--- src/inc/fcsm_pkg.sv ---
// package: command codes, states and carriers for the command state machine
package fcsm_pkg;

	// command codes written by the host
	localparam logic [7:0] CMD_READ_ARRAY  = 8'hFF;
	localparam logic [7:0] CMD_WORD_PGM_A  = 8'h10;
	localparam logic [7:0] CMD_WORD_PGM_B  = 8'h40;
	localparam logic [7:0] CMD_BUF_PGM     = 8'hE8;
	localparam logic [7:0] CMD_ERASE_SETUP = 8'h20;
	localparam logic [7:0] CMD_FACT_SETUP  = 8'h80;
	localparam logic [7:0] CMD_CONFIRM     = 8'hD0;
	localparam logic [7:0] CMD_SUSPEND     = 8'hB0;
	localparam logic [7:0] CMD_READ_STATUS = 8'h70;
	localparam logic [7:0] CMD_CLR_STATUS  = 8'h50;
	localparam logic [7:0] CMD_READ_ID     = 8'h90;
	localparam logic [7:0] CMD_QUERY       = 8'h98;
	localparam logic [7:0] CMD_LOCK_SETUP  = 8'h60;

	// partition and buffer sizing
	localparam int          PART_W     = 3;
	localparam int          NUM_PART   = 8;
	localparam int          WCNT_W     = 5;
	localparam logic [4:0]  WCNT_ZERO  = 5'h0;
	localparam logic [4:0]  WCNT_ONE   = 5'h1;

	// per-partition read output state
	typedef enum logic [1:0] {
		FCSM_RD_ARRAY  = 2'b00,
		FCSM_RD_ID     = 2'b01,
		FCSM_RD_QUERY  = 2'b10,
		FCSM_RD_STATUS = 2'b11
	} fcsm_rd_e;

	localparam fcsm_rd_e RD_RESET = FCSM_RD_ARRAY;

	// chip state of the command state machine
	typedef enum logic [4:0] {
		FCSM_READY        = 5'b00000,
		FCSM_LOCK_SETUP   = 5'b00001,
		FCSM_WP_SETUP     = 5'b00010,
		FCSM_WP_BUSY      = 5'b00011,
		FCSM_WP_SUSP      = 5'b00100,
		FCSM_BP_SETUP     = 5'b00101,
		FCSM_BP_LOAD1     = 5'b00110,
		FCSM_BP_LOAD2     = 5'b00111,
		FCSM_BP_CONFIRM   = 5'b01000,
		FCSM_BP_BUSY      = 5'b01001,
		FCSM_BP_SUSP      = 5'b01010,
		FCSM_ER_SETUP     = 5'b01011,
		FCSM_ER_BUSY      = 5'b01100,
		FCSM_ER_SUSP      = 5'b01101,
		FCSM_ES_WP_SETUP  = 5'b01110,
		FCSM_ES_WP_BUSY   = 5'b01111,
		FCSM_ES_WP_SUSP   = 5'b10000,
		FCSM_ES_BP_SETUP  = 5'b10001,
		FCSM_ES_BP_LOAD1  = 5'b10010,
		FCSM_ES_BP_LOAD2  = 5'b10011,
		FCSM_ES_BP_CONF   = 5'b10100,
		FCSM_ES_BP_BUSY   = 5'b10101,
		FCSM_ES_BP_SUSP   = 5'b10110,
		FCSM_ES_LOCK      = 5'b10111,
		FCSM_FACT_SETUP   = 5'b11000
	} fcsm_state_e;

	// one host bus write
	typedef struct packed {
		logic                 valid;
		logic [PART_W-1:0]    part;
		logic [7:0]           code;
	} fcsm_cmd_s;

endpackage : fcsm_pkg

--- src/rtl/fcsm_rd_mem.sv ---
// per-partition read output state store
`timescale 1ns/1ps
module fcsm_rd_mem (
	// clock and reset
	input  wire logic                          i_sys_clk,
	input  wire logic                          i_rst_n,
	// write side
	input  wire logic                          i_we,
	input  wire logic [fcsm_pkg::PART_W-1:0]   i_wpart,
	input  wire fcsm_pkg::fcsm_rd_e            i_wdata,
	// read side
	input  wire logic [fcsm_pkg::PART_W-1:0]   i_rpart,
	output fcsm_pkg::fcsm_rd_e                 o_rdata
);

	fcsm_pkg::fcsm_rd_e mem [fcsm_pkg::NUM_PART];

	genvar g;
	generate
		for (g = 0; g < fcsm_pkg::NUM_PART; g++) begin : g_part
			always_ff @(posedge i_sys_clk) begin
				if (!i_rst_n)
					mem[g] <= fcsm_pkg::RD_RESET;
				else if (i_we && i_wpart == g[fcsm_pkg::PART_W-1:0])
					mem[g] <= i_wdata;
			end
		end
	endgenerate

	always_ff @(posedge i_sys_clk) begin
		if (!i_rst_n)
			o_rdata <= fcsm_pkg::RD_RESET;
		else
			o_rdata <= mem[i_rpart];
	end

endmodule : fcsm_rd_mem

--- src/rtl/fcsm_top.sv ---
// Summary of operation
// - only one partition may own a program or erase at any moment.
// - each partition keeps its last read output state until changed.
// - the next chip state ignores every partition's read output state.
// - after the query command the partition reads the query database.
// - ready takes 10/40, E8, 20, 80, 60 into their setups, else stays.
// - the next state is a function of current state, command, word count and engine done only.
// - buffered load takes the announced word count, then awaits confirm.
// - B0 suspends a busy word program; done ends it; anything else keeps it busy.
// - D0 resumes a suspended word program; anything else keeps it.
// - erase suspend nests program, buffered program, lock; D0 resumes.
`timescale 1ns/1ps
module fcsm_top (
	// clock and reset
	input  wire logic                          i_sys_clk,
	input  wire logic                          i_rst_n,
	// host command and data writes
	input  wire fcsm_pkg::fcsm_cmd_s           i_cmd,
	// read output selection
	input  wire logic [fcsm_pkg::PART_W-1:0]   i_rd_part,
	output fcsm_pkg::fcsm_rd_e                 o_rd_state,
	// array engine handshake
	input  wire logic                          i_op_done,
	// chip state and status
	output fcsm_pkg::fcsm_state_e              o_state,
	output logic [fcsm_pkg::PART_W-1:0]        o_op_part,
	output logic                               o_busy,
	output logic                               o_seq_error,
	output logic                               o_lock_error
);

	fcsm_pkg::fcsm_state_e state;
	fcsm_pkg::fcsm_state_e next_state;
	logic [fcsm_pkg::WCNT_W-1:0] wcnt;
	logic [fcsm_pkg::WCNT_W-1:0] next_wcnt;
	logic                        next_seq_err;
	logic                        next_lock_err;

	// decode used in several places
	function automatic logic is_wp(input logic [7:0] c);
		is_wp = (c == fcsm_pkg::CMD_WORD_PGM_A) ||
		        (c == fcsm_pkg::CMD_WORD_PGM_B);
	endfunction : is_wp

	function automatic logic is_busy(input fcsm_pkg::fcsm_state_e s);
		case (s)
			fcsm_pkg::FCSM_WP_BUSY,
			fcsm_pkg::FCSM_BP_BUSY,
			fcsm_pkg::FCSM_ER_BUSY,
			fcsm_pkg::FCSM_ES_WP_BUSY,
			fcsm_pkg::FCSM_ES_BP_BUSY: is_busy = 1'b1;
			default:                   is_busy = 1'b0;
		endcase
	endfunction : is_busy

	wire       wr      = i_cmd.valid;
	wire [7:0] code    = i_cmd.code;
	wire       c_d0    = wr && code == fcsm_pkg::CMD_CONFIRM;
	wire       c_b0    = wr && code == fcsm_pkg::CMD_SUSPEND;
	wire       c_wp    = wr && is_wp(code);
	wire       c_bp    = wr && code == fcsm_pkg::CMD_BUF_PGM;
	wire       c_er    = wr && code == fcsm_pkg::CMD_ERASE_SETUP;
	wire       c_fact  = wr && code == fcsm_pkg::CMD_FACT_SETUP;
	wire       c_lock  = wr && code == fcsm_pkg::CMD_LOCK_SETUP;
	// an operation ends when the engine reports done while busy
	wire       done    = i_op_done && is_busy(state);
	// word count of buffered load is count-1 in the first load write
	wire [fcsm_pkg::WCNT_W-1:0] load_cnt = code[fcsm_pkg::WCNT_W-1:0];
	wire       load_last = (wcnt == fcsm_pkg::WCNT_ZERO);

	// next state from state, command, word count and engine done, no read state input
	always_comb begin
		next_state    = state;
		next_wcnt     = wcnt;
		next_seq_err  = 1'b0;
		next_lock_err = 1'b0;
		case (state)
			fcsm_pkg::FCSM_READY: begin
				if (c_wp)
					next_state = fcsm_pkg::FCSM_WP_SETUP;
				else if (c_bp)
					next_state = fcsm_pkg::FCSM_BP_SETUP;
				else if (c_er)
					next_state = fcsm_pkg::FCSM_ER_SETUP;
				else if (c_fact)
					next_state = fcsm_pkg::FCSM_FACT_SETUP;
				else if (c_lock)
					next_state = fcsm_pkg::FCSM_LOCK_SETUP;
			end
			fcsm_pkg::FCSM_LOCK_SETUP: if (wr) begin
				next_state    = fcsm_pkg::FCSM_READY;
				next_lock_err = !c_d0 && code != fcsm_pkg::CMD_LOCK_SETUP &&
				                code != 8'h01 && code != 8'h2F &&
				                code != 8'h03;
			end
			fcsm_pkg::FCSM_FACT_SETUP: if (wr) begin
				// factory loading is not carried by this block
				next_state   = fcsm_pkg::FCSM_READY;
				next_seq_err = 1'b1;
			end
			fcsm_pkg::FCSM_WP_SETUP:
				if (wr) next_state = fcsm_pkg::FCSM_WP_BUSY;
			fcsm_pkg::FCSM_WP_BUSY:
				if (c_b0) next_state = fcsm_pkg::FCSM_WP_SUSP;
				else if (done) next_state = fcsm_pkg::FCSM_READY;
			fcsm_pkg::FCSM_WP_SUSP:
				if (c_d0) next_state = fcsm_pkg::FCSM_WP_BUSY;
			fcsm_pkg::FCSM_BP_SETUP,
			fcsm_pkg::FCSM_ES_BP_SETUP: if (wr) begin
				next_state = (state == fcsm_pkg::FCSM_BP_SETUP) ?
				             fcsm_pkg::FCSM_BP_LOAD1 :
				             fcsm_pkg::FCSM_ES_BP_LOAD1;
				next_wcnt  = load_cnt;
			end
			fcsm_pkg::FCSM_BP_LOAD1,
			fcsm_pkg::FCSM_BP_LOAD2,
			fcsm_pkg::FCSM_ES_BP_LOAD1,
			fcsm_pkg::FCSM_ES_BP_LOAD2: if (wr) begin
				// every write here is a data word, whatever its value
				next_wcnt = wcnt - fcsm_pkg::WCNT_ONE;
				if (load_last)
					next_state = (state == fcsm_pkg::FCSM_BP_LOAD1 ||
					              state == fcsm_pkg::FCSM_BP_LOAD2) ?
					             fcsm_pkg::FCSM_BP_CONFIRM :
					             fcsm_pkg::FCSM_ES_BP_CONF;
				else
					next_state = (state == fcsm_pkg::FCSM_BP_LOAD1 ||
					              state == fcsm_pkg::FCSM_BP_LOAD2) ?
					             fcsm_pkg::FCSM_BP_LOAD2 :
					             fcsm_pkg::FCSM_ES_BP_LOAD2;
			end
			fcsm_pkg::FCSM_BP_CONFIRM: if (wr) begin
				next_state   = c_d0 ? fcsm_pkg::FCSM_BP_BUSY :
				               fcsm_pkg::FCSM_READY;
				next_seq_err = !c_d0;
			end
			fcsm_pkg::FCSM_ES_BP_CONF: if (wr) begin
				// abort inside a suspend falls back to the suspend
				next_state   = c_d0 ? fcsm_pkg::FCSM_ES_BP_BUSY :
				               fcsm_pkg::FCSM_ER_SUSP;
				next_seq_err = !c_d0;
			end
			fcsm_pkg::FCSM_BP_BUSY:
				if (c_b0) next_state = fcsm_pkg::FCSM_BP_SUSP;
				else if (done) next_state = fcsm_pkg::FCSM_READY;
			fcsm_pkg::FCSM_BP_SUSP:
				if (c_d0) next_state = fcsm_pkg::FCSM_BP_BUSY;
			fcsm_pkg::FCSM_ER_SETUP: if (wr) begin
				next_state   = c_d0 ? fcsm_pkg::FCSM_ER_BUSY :
				               fcsm_pkg::FCSM_READY;
				next_seq_err = !c_d0;
			end
			fcsm_pkg::FCSM_ER_BUSY:
				if (c_b0) next_state = fcsm_pkg::FCSM_ER_SUSP;
				else if (done) next_state = fcsm_pkg::FCSM_READY;
			fcsm_pkg::FCSM_ER_SUSP:
				if (c_wp) next_state = fcsm_pkg::FCSM_ES_WP_SETUP;
				else if (c_bp) next_state = fcsm_pkg::FCSM_ES_BP_SETUP;
				else if (c_lock) next_state = fcsm_pkg::FCSM_ES_LOCK;
				else if (c_d0) next_state = fcsm_pkg::FCSM_ER_BUSY;
			fcsm_pkg::FCSM_ES_WP_SETUP:
				if (wr) next_state = fcsm_pkg::FCSM_ES_WP_BUSY;
			fcsm_pkg::FCSM_ES_WP_BUSY:
				if (c_b0) next_state = fcsm_pkg::FCSM_ES_WP_SUSP;
				else if (done) next_state = fcsm_pkg::FCSM_ER_SUSP;
			fcsm_pkg::FCSM_ES_WP_SUSP:
				if (c_d0) next_state = fcsm_pkg::FCSM_ES_WP_BUSY;
			fcsm_pkg::FCSM_ES_BP_BUSY:
				if (c_b0) next_state = fcsm_pkg::FCSM_ES_BP_SUSP;
				else if (done) next_state = fcsm_pkg::FCSM_ER_SUSP;
			fcsm_pkg::FCSM_ES_BP_SUSP:
				if (c_d0) next_state = fcsm_pkg::FCSM_ES_BP_BUSY;
			fcsm_pkg::FCSM_ES_LOCK: if (wr) begin
				next_state    = fcsm_pkg::FCSM_ER_SUSP;
				next_lock_err = !c_d0 && code != 8'h01 && code != 8'h2F &&
				                code != 8'h03 &&
				                code != fcsm_pkg::CMD_LOCK_SETUP;
			end
			default: next_state = fcsm_pkg::FCSM_READY;
		endcase
	end

	// owning partition latched only when an operation starts from ready
	wire       start_op  = (state == fcsm_pkg::FCSM_READY) &&
	                       (c_wp || c_bp || c_er || c_fact);
	wire [fcsm_pkg::PART_W-1:0] next_op_part = start_op ? i_cmd.part :
	                                          o_op_part;

	// read output selection per partition, only from read commands
	wire rd_cmd = wr && (code == fcsm_pkg::CMD_READ_ARRAY ||
	                     code == fcsm_pkg::CMD_READ_ID ||
	                     code == fcsm_pkg::CMD_QUERY ||
	                     code == fcsm_pkg::CMD_READ_STATUS);
	// data words during loading must not retarget the read state
	wire loading = (state == fcsm_pkg::FCSM_BP_SETUP ||
	                state == fcsm_pkg::FCSM_BP_LOAD1 ||
	                state == fcsm_pkg::FCSM_BP_LOAD2 ||
	                state == fcsm_pkg::FCSM_ES_BP_SETUP ||
	                state == fcsm_pkg::FCSM_ES_BP_LOAD1 ||
	                state == fcsm_pkg::FCSM_ES_BP_LOAD2 ||
	                state == fcsm_pkg::FCSM_WP_SETUP ||
	                state == fcsm_pkg::FCSM_ES_WP_SETUP);
	// a data word of 50 must not wipe the sticky errors
	wire clr_status = wr && code == fcsm_pkg::CMD_CLR_STATUS && !loading;
	wire fcsm_pkg::fcsm_rd_e rd_sel =
		(code == fcsm_pkg::CMD_QUERY)  ? fcsm_pkg::FCSM_RD_QUERY :
		(code == fcsm_pkg::CMD_READ_ID) ? fcsm_pkg::FCSM_RD_ID :
		(code == fcsm_pkg::CMD_READ_STATUS) ? fcsm_pkg::FCSM_RD_STATUS :
		fcsm_pkg::FCSM_RD_ARRAY;

	fcsm_rd_mem u_rd_mem (
		.i_sys_clk (i_sys_clk),
		.i_rst_n   (i_rst_n),
		.i_we      (rd_cmd && !loading),
		.i_wpart   (i_cmd.part),
		.i_wdata   (rd_sel),
		.i_rpart   (i_rd_part),
		.o_rdata   (o_rd_state)
	);

	always_ff @(posedge i_sys_clk) begin
		if (!i_rst_n) begin
			state        <= fcsm_pkg::FCSM_READY;
			wcnt         <= fcsm_pkg::WCNT_ZERO;
			o_op_part    <= '0;
			o_seq_error  <= 1'b0;
			o_lock_error <= 1'b0;
		end else begin
			state        <= next_state;
			wcnt         <= next_wcnt;
			o_op_part    <= next_op_part;
			// sticky until clear status; a new error wins over the clear
			o_seq_error  <= next_seq_err || (o_seq_error && !clr_status);
			o_lock_error <= next_lock_err || (o_lock_error && !clr_status);
		end
	end

	assign o_state = state;
	assign o_busy  = is_busy(state);

endmodule : fcsm_top

--- config.mk ---
export PLATFORM = sky130hd
export DESIGN_NAME = fcsm_top
export DESIGN_NICKNAME = d
export VERILOG_FILES = /design/src/inc/fcsm_pkg.sv /design/src/rtl/fcsm_rd_mem.sv /design/src/rtl/fcsm_top.sv
export SDC_FILE = /design/constraint.sdc
export NUM_CORES = 1
export LEC_CHECK = 0
export ABC_AREA = 1
export BUFFER_PORTS_ARGS = -buffer_cell sky130_fd_sc_hd__buf_2
export CAP_MARGIN = 20
export CORE_MARGIN = 2
export CORE_UTILIZATION = 55
export DETAILED_ROUTE_END_ITERATION = 8
export PLACE_DENSITY = 0.76
export SYNTH_ARGS = -nofsm -noshare
export SYNTH_HDL_FRONTEND = slang
export SYNTH_HIERARCHICAL = 1
export SYNTH_SLANG_ARGS = --single-unit
--- constraint.sdc ---
create_clock -name i_sys_clk -period 6.1 [get_ports i_sys_clk]
set_input_delay 1.22 -clock i_sys_clk [delete_from_list [all_inputs] [get_ports i_sys_clk]]
set_output_delay 1.22 -clock i_sys_clk [all_outputs]
set_load 0.01 [all_outputs]
==> flow_summary.ini, run 1 <==
[synthesis]
async_flop_share_pct = 0
ys_seq_elements = 33
ys_seq_area_share_pct = 30.9
netlist_instances = 450
yosysTopAreaCellShare_pct = 20.0
synth_mux_area_share_pct = 0
synth_cell_types = 34
synth.most_common_cell = nand2_1
synth-main-ff-cell = dfxtp_1
synth-edff-count = 16
synth_simple_gate_area_share_pct = 46.7
synthTopCellsByArea = nand2_1 (20%), edfxtp_1 (18%), dfxtp_1 (13%), nor2_1 (11%), nand3_1 (9.2%)
synth_nets = 470
synth.cell_area_sq_um = 2650
synthTopCellsByCount = nand2_1 (141), nor2_1 (81), inv_1 (63)
synth_xor_xnor_area_share_pct = 0.330
yosysTopAreaCell = nand2_1
synth_compound_area_share_pct = 9.34
syn_avg_cell_area_sq_um = 5.89
ys_warn_count = 6
synthAdderAreaFrac_pct = 0.943
synth_top_family_by_area = simple AND/OR/NAND/NOR gates

[timing]
maxSlewHeadroom_pct = 71.6
min_period_over_period_pct = 50.3
rsz0062_at_grt = false
slew_violations = 0
setup_tns_ns = 0
fin_crit_ns = 3.07
skew_ns = 0.00655
worstMarginPinSlew_ns = 0.425
hold_violations = 0
fmax_ghz = 0.326
setup_viol = 0

[power]
power_density_nw_per_um2 = 174
ir_worst_vdd_mv = 0.0760
p_leak_nw = 1.58
total_power_mw = 0.511

[worst_setup_path]
critPathMaxStageDelay_ns = 0.49
path_max_fanout = 8
crit_chain = nand2_1 > nor2_1 > nand2_1 > nand3_1 > nor2_1 > inv_1 > buf_2
path_class = reg -> out
arrival_ns = 1.85
endpoint_kind = primary output
crit_path_start_kind = flip-flop
path_delay_family = simple AND/OR/NAND/NOR gates
cp.required_ns = 4.88
critPathBufInv = 2
cp_slowest_cell = dfxtp_1

[die]
start_util_pct = 56.5
rows = 25
io_pins = 31
die_w_um = 73.4
die_h_um = 73.4
die-area_sq_um = 5390
core-area_sq_um = 4690

[clocking]
cts-root-buf = clkbuf_8
clk_path_buf_depth = 2
cts-htree-levels = 2
cts_buffers = 5
hold_buffers = 0
clock_sinks = 33
worst_skew_pair.late_latency_ns = 0.29
cts_setup_buffers = 0
ctsResizeCount = 0
cts_tree = built
clkTransAtPathRegs_ns = 0.07

[routing]
wl_met3_um = 388
wl_met2_um = 3310
routed_wl_um = 6570
drt_iter0_drc = 200
wl_met1_um = 2730
viasPerCell = 5.29
route.detailed.drc = 0
routed.top_layer = met4
ant_nets = 0
vias = 2835
route.detailed.wl_per_inst_um = 12.3
dr.pass1.iters = 5

[placement]
port_buffers = 30
place.gp.congestion = 0.959
dp_hpwl_um = 5200

[global_routing]
grt_usage_pct = 25.2
grt_pass1_wl_um = 10600
antenna_found_initial = 0
grt_pass1_vias = 2423
grt_max_degree = 25
globalRouteOverflowTotal = 0

[run]
drv_cap = 0

[outcome]
status = complete, no violations

[layout]
diodes = 0
drive_above_1_share_pct = 11.6
fin_nets = 501
area_growth_pct = 10.4

[hold_path]
min_path_type = reg -> reg
stage by stage:
| step | std cells | instance area (sq um) | utilization, % | worst slack (ns) | hold slack [ns] |
|---|---|---|---|---|---|
| 6_report | 536 | 2930 | 62.4 | 3.03 | 0.469 |
| 5_1_grt | 536 | 2930 | 62.4 | 2.89 | 0.497 |
| 4_1_cts | 536 | 2930 | 62.4 | 3.06 | 0.470 |
| 3_5_place_dp | 528 | 2830 | 60.2 | 3.32 | 0.459 |
| 3_3_place_gp | 528 | 2830 | 60.2 | 3.35 | 0.448 |
| 2_1_floorplan | 450 | 2650 | - | 3.65 | 0.439 |
flip-flops by register name, summed over array words and instances (netlist names):
name and count:
o_lock_error 1, u_rd_mem/o_rdata 2, o_seq_error 1, wcnt 5, o_state 5, u_rd_mem/mem 16
o_op_part 3
power by group:
part           switching, mW  total, mW  internal [mW]
sequential           0.00538      0.246          0.240
clock                 0.0813      0.183          0.102
combinational         0.0556     0.0819         0.0263
total                  0.142      0.511          0.368
metal layers:
metal	up-vias	track usage, %
met2	89	43.0
met3	14	4.80
met1	1244	31.6
met5	-	0
li1	1488	-
met4	0	9.29
worst reg2reg max path: cells and delay by family (launching register included):
kind                   cells  cell delay (ns)
buffers and inverters      3             0.31
DFF                        1             0.58
and+or+nand+nor            9             1.22
AOI/OAI and AO/OA          1             0.17
cells by family (layout without fill, tap and decap cells):
family / after synthesis / in the layout
AO/OA/AOI/OAI: 45 / 45
XOR/XNOR: 1 / 1
adder cells (fa/ha/maj): 2 / 2
buffers and inverters: 76 / 108
flip-flops: 33 / 33
AND/OR/NAND/NOR: 293 / 293
placed cells by master (no fill, tap or decap):
cell type    n
a211oi_1     1
a21oi_1     16
a311o_1      1
a31oi_1      2
and3_1       1
buf_2       30
clkbuf_8     7
clkinv_1     1
clkinv_2     1
dfxtp_1     17
edfxtp_1    16
ha_1         2
inv_1       63
inv_2        5
inv_6        1
nand2_1    141
nand2_2      3
nand3_1     49
nand3_2      1
nand4_1      6
nor2_1      81
nor2_2       3
nor2_4       4
nor3_1       2
nor3b_1      1
nor4_1       1
o21a_1       1
o21ai_0     19
o21ai_1      1
o21ai_2      1
o21bai_1     1
o22ai_1      1
o31ai_1      1
xnor2_1      1
area by class of cell:
class / instances / area [sq um]
multi-input cells: 341 / 1520
inverters: 70 / 268
well taps: 54 / 67.6
clock buffers: 7 / 96.3
fillers: 485 / 1760
clock inverters: 1 / 5.00
repair buffers: 30 / 150
flip-flops and latches: 33 / 821
worst paths after layout:
kind,startpoint,end,slack (ns),cells after the start
max,o_state[3]$_SDFFE_PN0P_,o_busy,3.03,7
min,wcnt[2]$_SDFFE_PN0P_,wcnt[2]$_SDFFE_PN0P_,0.47,2
max reg2reg,o_state[4]$_SDFFE_PN0P_,u_rd_mem/mem[2][0]$_SDFFCE_PN0P_,3.55,13
min reg2reg,wcnt[2]$_SDFFE_PN0P_,wcnt[2]$_SDFFE_PN0P_,0.47,2
(Power assumes the default switching activity.)
==> run 2, diff against run 1 <==
clock period = 3.2 ns   (was 6.1 ns; I/O delays follow)
==> flow_summary.ini, run 2 (synthesis gave the netlist of run 1 again) <==
[outcome]
status = complete, no violations

[global_routing]
grt_usage_pct = 25.0
globalRouteOverflowTotal = 0
grt_pass1_vias = 2498
antenna_found_initial = 0
grt_pass1_wl_um = 10500
grt_max_degree = 25

[die]
io_pins = 31
core-area_sq_um = 4690
die_h_um = 73.4
rows = 25
die-area_sq_um = 5390
start_util_pct = 56.5
die_w_um = 73.4

[worst_setup_path]
critPathMaxStageDelay_ns = 0.49
cp.required_ns = 2.56
r2r_slack_ns = 0.84
cp_slowest_cell = dfxtp_1
crit_path_start_kind = flip-flop
path_max_fanout = 8
crit_chain = nand2_1 > nor2_1 > nand2_1 > nand3_1 > nor2_1 > inv_1 > buf_2
crit_path_start = o_state[3]$_SDFFE_PN0P_
endpoint_kind = primary output
crit_end = o_busy
r2r-end = u_rd_mem/mem[7][1]$_SDFFCE_PN0P_
arrival_ns = 1.80
r2r.worst_path.cells = 11
path_class = reg -> out
crit-reg2reg-launch = o_state[1]$_SDFFE_PN0P_

[routing]
routed_wl_um = 6630
viasPerCell = 5.32
dr.pass1.iters = 5
route.detailed.wl_per_inst_um = 12.4
route.detailed.drc = 0
drt_iter0_drc = 155
ant_nets = 0
vias = 2850

[timing]
setup_tns_ns = 0
worstMarginPinSlew_ns = 0.491
skew_ns = 0.00267
layout_setup_ws_ns = 0.757
fmax_ghz = 0.409
setup_viol = 0
min_period_over_period_pct = 76.4
slew_violations = 0
hold_violations = 0
rsz0062_at_grt = false
fin_crit_ns = 2.44
maxSlewHeadroom_pct = 67.2

[clocking]
ctsResizeCount = 0
clock_sinks = 33
cts-htree-levels = 2
cts-root-buf = clkbuf_8
cts_buffers = 5
cts_tree = built
clkTransAtPathRegs_ns = 0.07
clk_path_buf_depth = 2
hold_buffers = 0
cts_setup_buffers = 0
worst_skew_pair.late_latency_ns = 0.29

[layout]
largest_register_ffs = 16
mostFrequentLayoutCells = nand2_1 (141), nor2_1 (81), inv_1 (63)
drive_above_1_share_pct = 11.4
area_growth_pct = 9.67
layout_commonest_cell = nand2_1
fin_nets = 501
diodes = 0
top_register = u_rd_mem/mem

[placement]
dp_hpwl_um = 5300
place.gp.congestion = 0.986
pre_cts_ws_ns = 0.841
port_buffers = 30

[power]
p_leak_nw = 1.57
power_density_nw_per_um2 = 322
ir_worst_vdd_mv = 0.226

[hold_path]
min_path_type = reg -> reg

[run]
drv_cap = 0
## run 2: cell count changes in the layout (fill, tap and decap cells not counted), sizes merged
cell    change
clkbuf      -1
clkinv      +1
## run 2: power by group
group	switching [mW]	internal, mW
sequential	0.0105	0.458
combinational	0.108	0.0501
clock	0.159	0.151
total	0.278	0.658
## run 2: cell type report
| class | count | area [sq um] |
|---|---|---|
| fillers | 474 | 1780 |
| multi-input cells | 341 | 1520 |
| clock buffers | 6 | 72.6 |
| repair buffers | 30 | 150 |
| clock inverters | 2 | 10.0 |
| inverters | 70 | 268 |
| flip-flops and latches | 33 | 821 |
| well taps | 54 | 67.6 |
## run 2: worst min path at each step
stage | start | to | slack [ns] | cells past startpoint
floorplan | wcnt[2]$_SDFFE_PN0P_ | wcnt[2]$_SDFFE_PN0P_ | 0.44 | 2
global placement | o_seq_error$_SDFF_PN0_ | o_seq_error$_SDFF_PN0_ | 0.45 | 2
detailed placement | o_seq_error$_SDFF_PN0_ | o_seq_error$_SDFF_PN0_ | 0.46 | 2
CTS | o_seq_error$_SDFF_PN0_ | o_seq_error$_SDFF_PN0_ | 0.47 | 2
global route | o_seq_error$_SDFF_PN0_ | o_seq_error$_SDFF_PN0_ | 0.50 | 2
finish | o_seq_error$_SDFF_PN0_ | o_seq_error$_SDFF_PN0_ | 0.47 | 2
## run 2: through the flow
stage	hold slack, ns	cells	util, %	total power, mW	cell area, sq um
2_1_floorplan	0.439	450	-	0.584	2650
3_3_place_gp	0.451	528	60.2	0.633	2830
3_5_place_dp	0.460	528	60.2	0.634	2830
4_1_cts	0.470	536	62.0	0.935	2910
5_1_grt	0.504	536	62.0	0.975	2910
6_report	0.466	536	62.0	0.936	2910
## run 2: routing by layer
| metal | GRT usage (%) | vias to the layer above | wire length [um] |
|---|---|---|---|
| met5 | 0 | - | 0 |
| met4 | 7.68 | 0 | 99 |
| met3 | 4.66 | 9 | 370 |
| met2 | 44.3 | 79 | 3330 |
| met1 | 30.4 | 1274 | 2830 |
| li1 | - | 1488 | - |
## run 2: worst max-delay path, delay by kind of cell, from the launching register on
kind                   cells  cell delay (ns)
and+or+nand+nor            5             0.87
DFF                        1             0.49
buffers and inverters      2             0.16
==> run 3, diff against run 2 <==
clock period = 2.3 ns   (was 3.2 ns; I/O delays follow)
==> flow_summary.ini, run 3 (synthesis gave the netlist of run 1 again) <==
[routing]
route.detailed.drc = 0
viasPerCell = 5.38
route.detailed.wl_per_inst_um = 12.7
routed_wl_um = 6920
drt_iter0_drc = 255
dr.pass1.iters = 5
vias = 2919
ant_nets = 0

[worst_setup_path]
r2r-end = u_rd_mem/mem[1][0]$_SDFFCE_PN0P_
r2r_slack_ns = 0.22
arrival_ns = 1.78
endpoint_kind = primary output
crit-reg2reg-launch = o_state[3]$_SDFFE_PN0P_
path_max_fanout = 7
cp.required_ns = 1.84
r2r.worst_path.cells = 13
crit_path_start_kind = flip-flop
path_class = reg -> out

[die]
io_pins = 31
rows = 25
die_h_um = 73.4
die-area_sq_um = 5390
start_util_pct = 56.5
core-area_sq_um = 4690
die_w_um = 73.4

[layout]
diodes = 0
fin_nets = 508
area_growth_pct = 12.7
fin_area_sq_um = 2990
largest_register_ffs = 16
drive_above_1_share_pct = 13.1
final_cells = 543
mostFrequentLayoutCells = nand2_1 (141), nor2_1 (81), inv_1 (63)
top_register = u_rd_mem/mem
post-route-util_pct = 63.7
layout_commonest_cell = nand2_1

[hold_path]
hold_path_end = u_rd_mem/o_rdata[1]$_SDFF_PN0_
whs_path_depth = 3
worstHoldStart = i_rd_part[2]
min_path_type = in -> reg

[power]
power_density_nw_per_um2 = 475
total_power_mw = 1.42
ir_worst_vdd_mv = 0.233
p_leak_nw = 1.62

[clocking]
cts-root-buf = clkbuf_8
clock_sinks = 33
cts-htree-levels = 2
cts_buffers = 5
clk_path_buf_depth = 2
clkTransAtPathRegs_ns = 0.07
worst_skew_pair.late_latency_ns = 0.29
cts_setup_buffers = 0
cts_tree = built

[timing]
fmax_ghz = 0.447
layout_setup_ws_ns = 0.0642
whs_ns = 0.445
min_period_over_period_pct = 97.2
fin_crit_ns = 2.24
slew_violations = 0
maxSlewHeadroom_pct = 69.5
rsz0062_at_grt = true
hold_violations = 0
skew_ns = 0.00346
setup_viol = 0
setup_tns_ns = 0
worstMarginPinSlew_ns = 0.456

[placement]
pre_cts_ws_ns = 0.148
dp_cells = 535
dp_hpwl_um = 5500
place.gp.congestion = 0.949
port_buffers = 30
dpl_cell_area_sq_um = 2880

[run]
drv_cap = 0

[global_routing]
grt_max_degree = 24
grt_pass1_vias = 2572
globalRouteOverflowTotal = 0
grt_usage_pct = 26.5
antenna_found_initial = 0
grt_pass1_wl_um = 11100

[outcome]
status = complete, no violations
==> run 3: changes by cell type in the layout (fill, tap and decap cells not counted) <==
cell,previous run,this run
buf_4,0,7
bufinv_16,0,1
clkinv_1,1,2
clkinv_2,2,0
dfxtp_1,17,14
dfxtp_2,0,3
==> run 3: how the worst max path moves through the flow <==
stage | end | slack, ns | start | cells past startpoint
after floorplan | u_rd_mem/mem[7][0]$_SDFFCE_PN0P_ | 0.28 | o_state[4]$_SDFFE_PN0P_ | 12
after global placement | u_rd_mem/mem[2][0]$_SDFFCE_PN0P_ | 0.22 | o_state[1]$_SDFFE_PN0P_ | 13
after detailed placement | u_rd_mem/mem[3][0]$_SDFFCE_PN0P_ | 0.15 | o_state[3]$_SDFFE_PN0P_ | 13
after CTS | o_busy | 0.03 | o_state[2]$_SDFFE_PN0P_ | 7
after global routing | o_busy | -0.03 | o_state[2]$_SDFFE_PN0P_ | 7
final | o_busy | 0.06 | o_state[2]$_SDFFE_PN0P_ | 7
==> run 3: timing repair <==
item / in CTS / in global routing
endpoints found under the setup margin: 0 / 31
gates resized for setup: 0 / 3
hold buffers: 0 / 0
==> run 3: per-layer routing <==
metal  track usage (%)  part of all wire (%)
met5                 0                     0
met4              8.69                   1.4
met3              4.80                   6.2
met2              46.2                    50
met1              32.7                    43
==> run 3: worst max-delay path, stage by stage, from the launching register on <==
cell and delay (ns):
dfxtp_2 0.39, inv_1 0.08, nor2_1 0.37, nand3_1 0.23
nand3_1 0.17, nor2_1 0.07, inv_1 0.05, buf_2 0.12
==> run 3: power breakdown <==
part | leakage, nW | internal [mW] | switching, mW
Sequential | 0.291 | 0.637 | 0.0139
Combinational | 1.27 | 0.0746 | 0.152
Clock | 0.0528 | 0.320 | 0.224
Total | 1.62 | 1.03 | 0.390
==> run 3: area by class of cell <==
class | count | area (sq um)
clock buffers | 6 | 72.6
clock inverters | 2 | 33.8
fillers | 465 | 1700
inverters | 70 | 268
multi-input cells | 341 | 1520
flip-flops and latches | 33 | 825
well taps | 54 | 67.6
repair buffers | 37 | 203
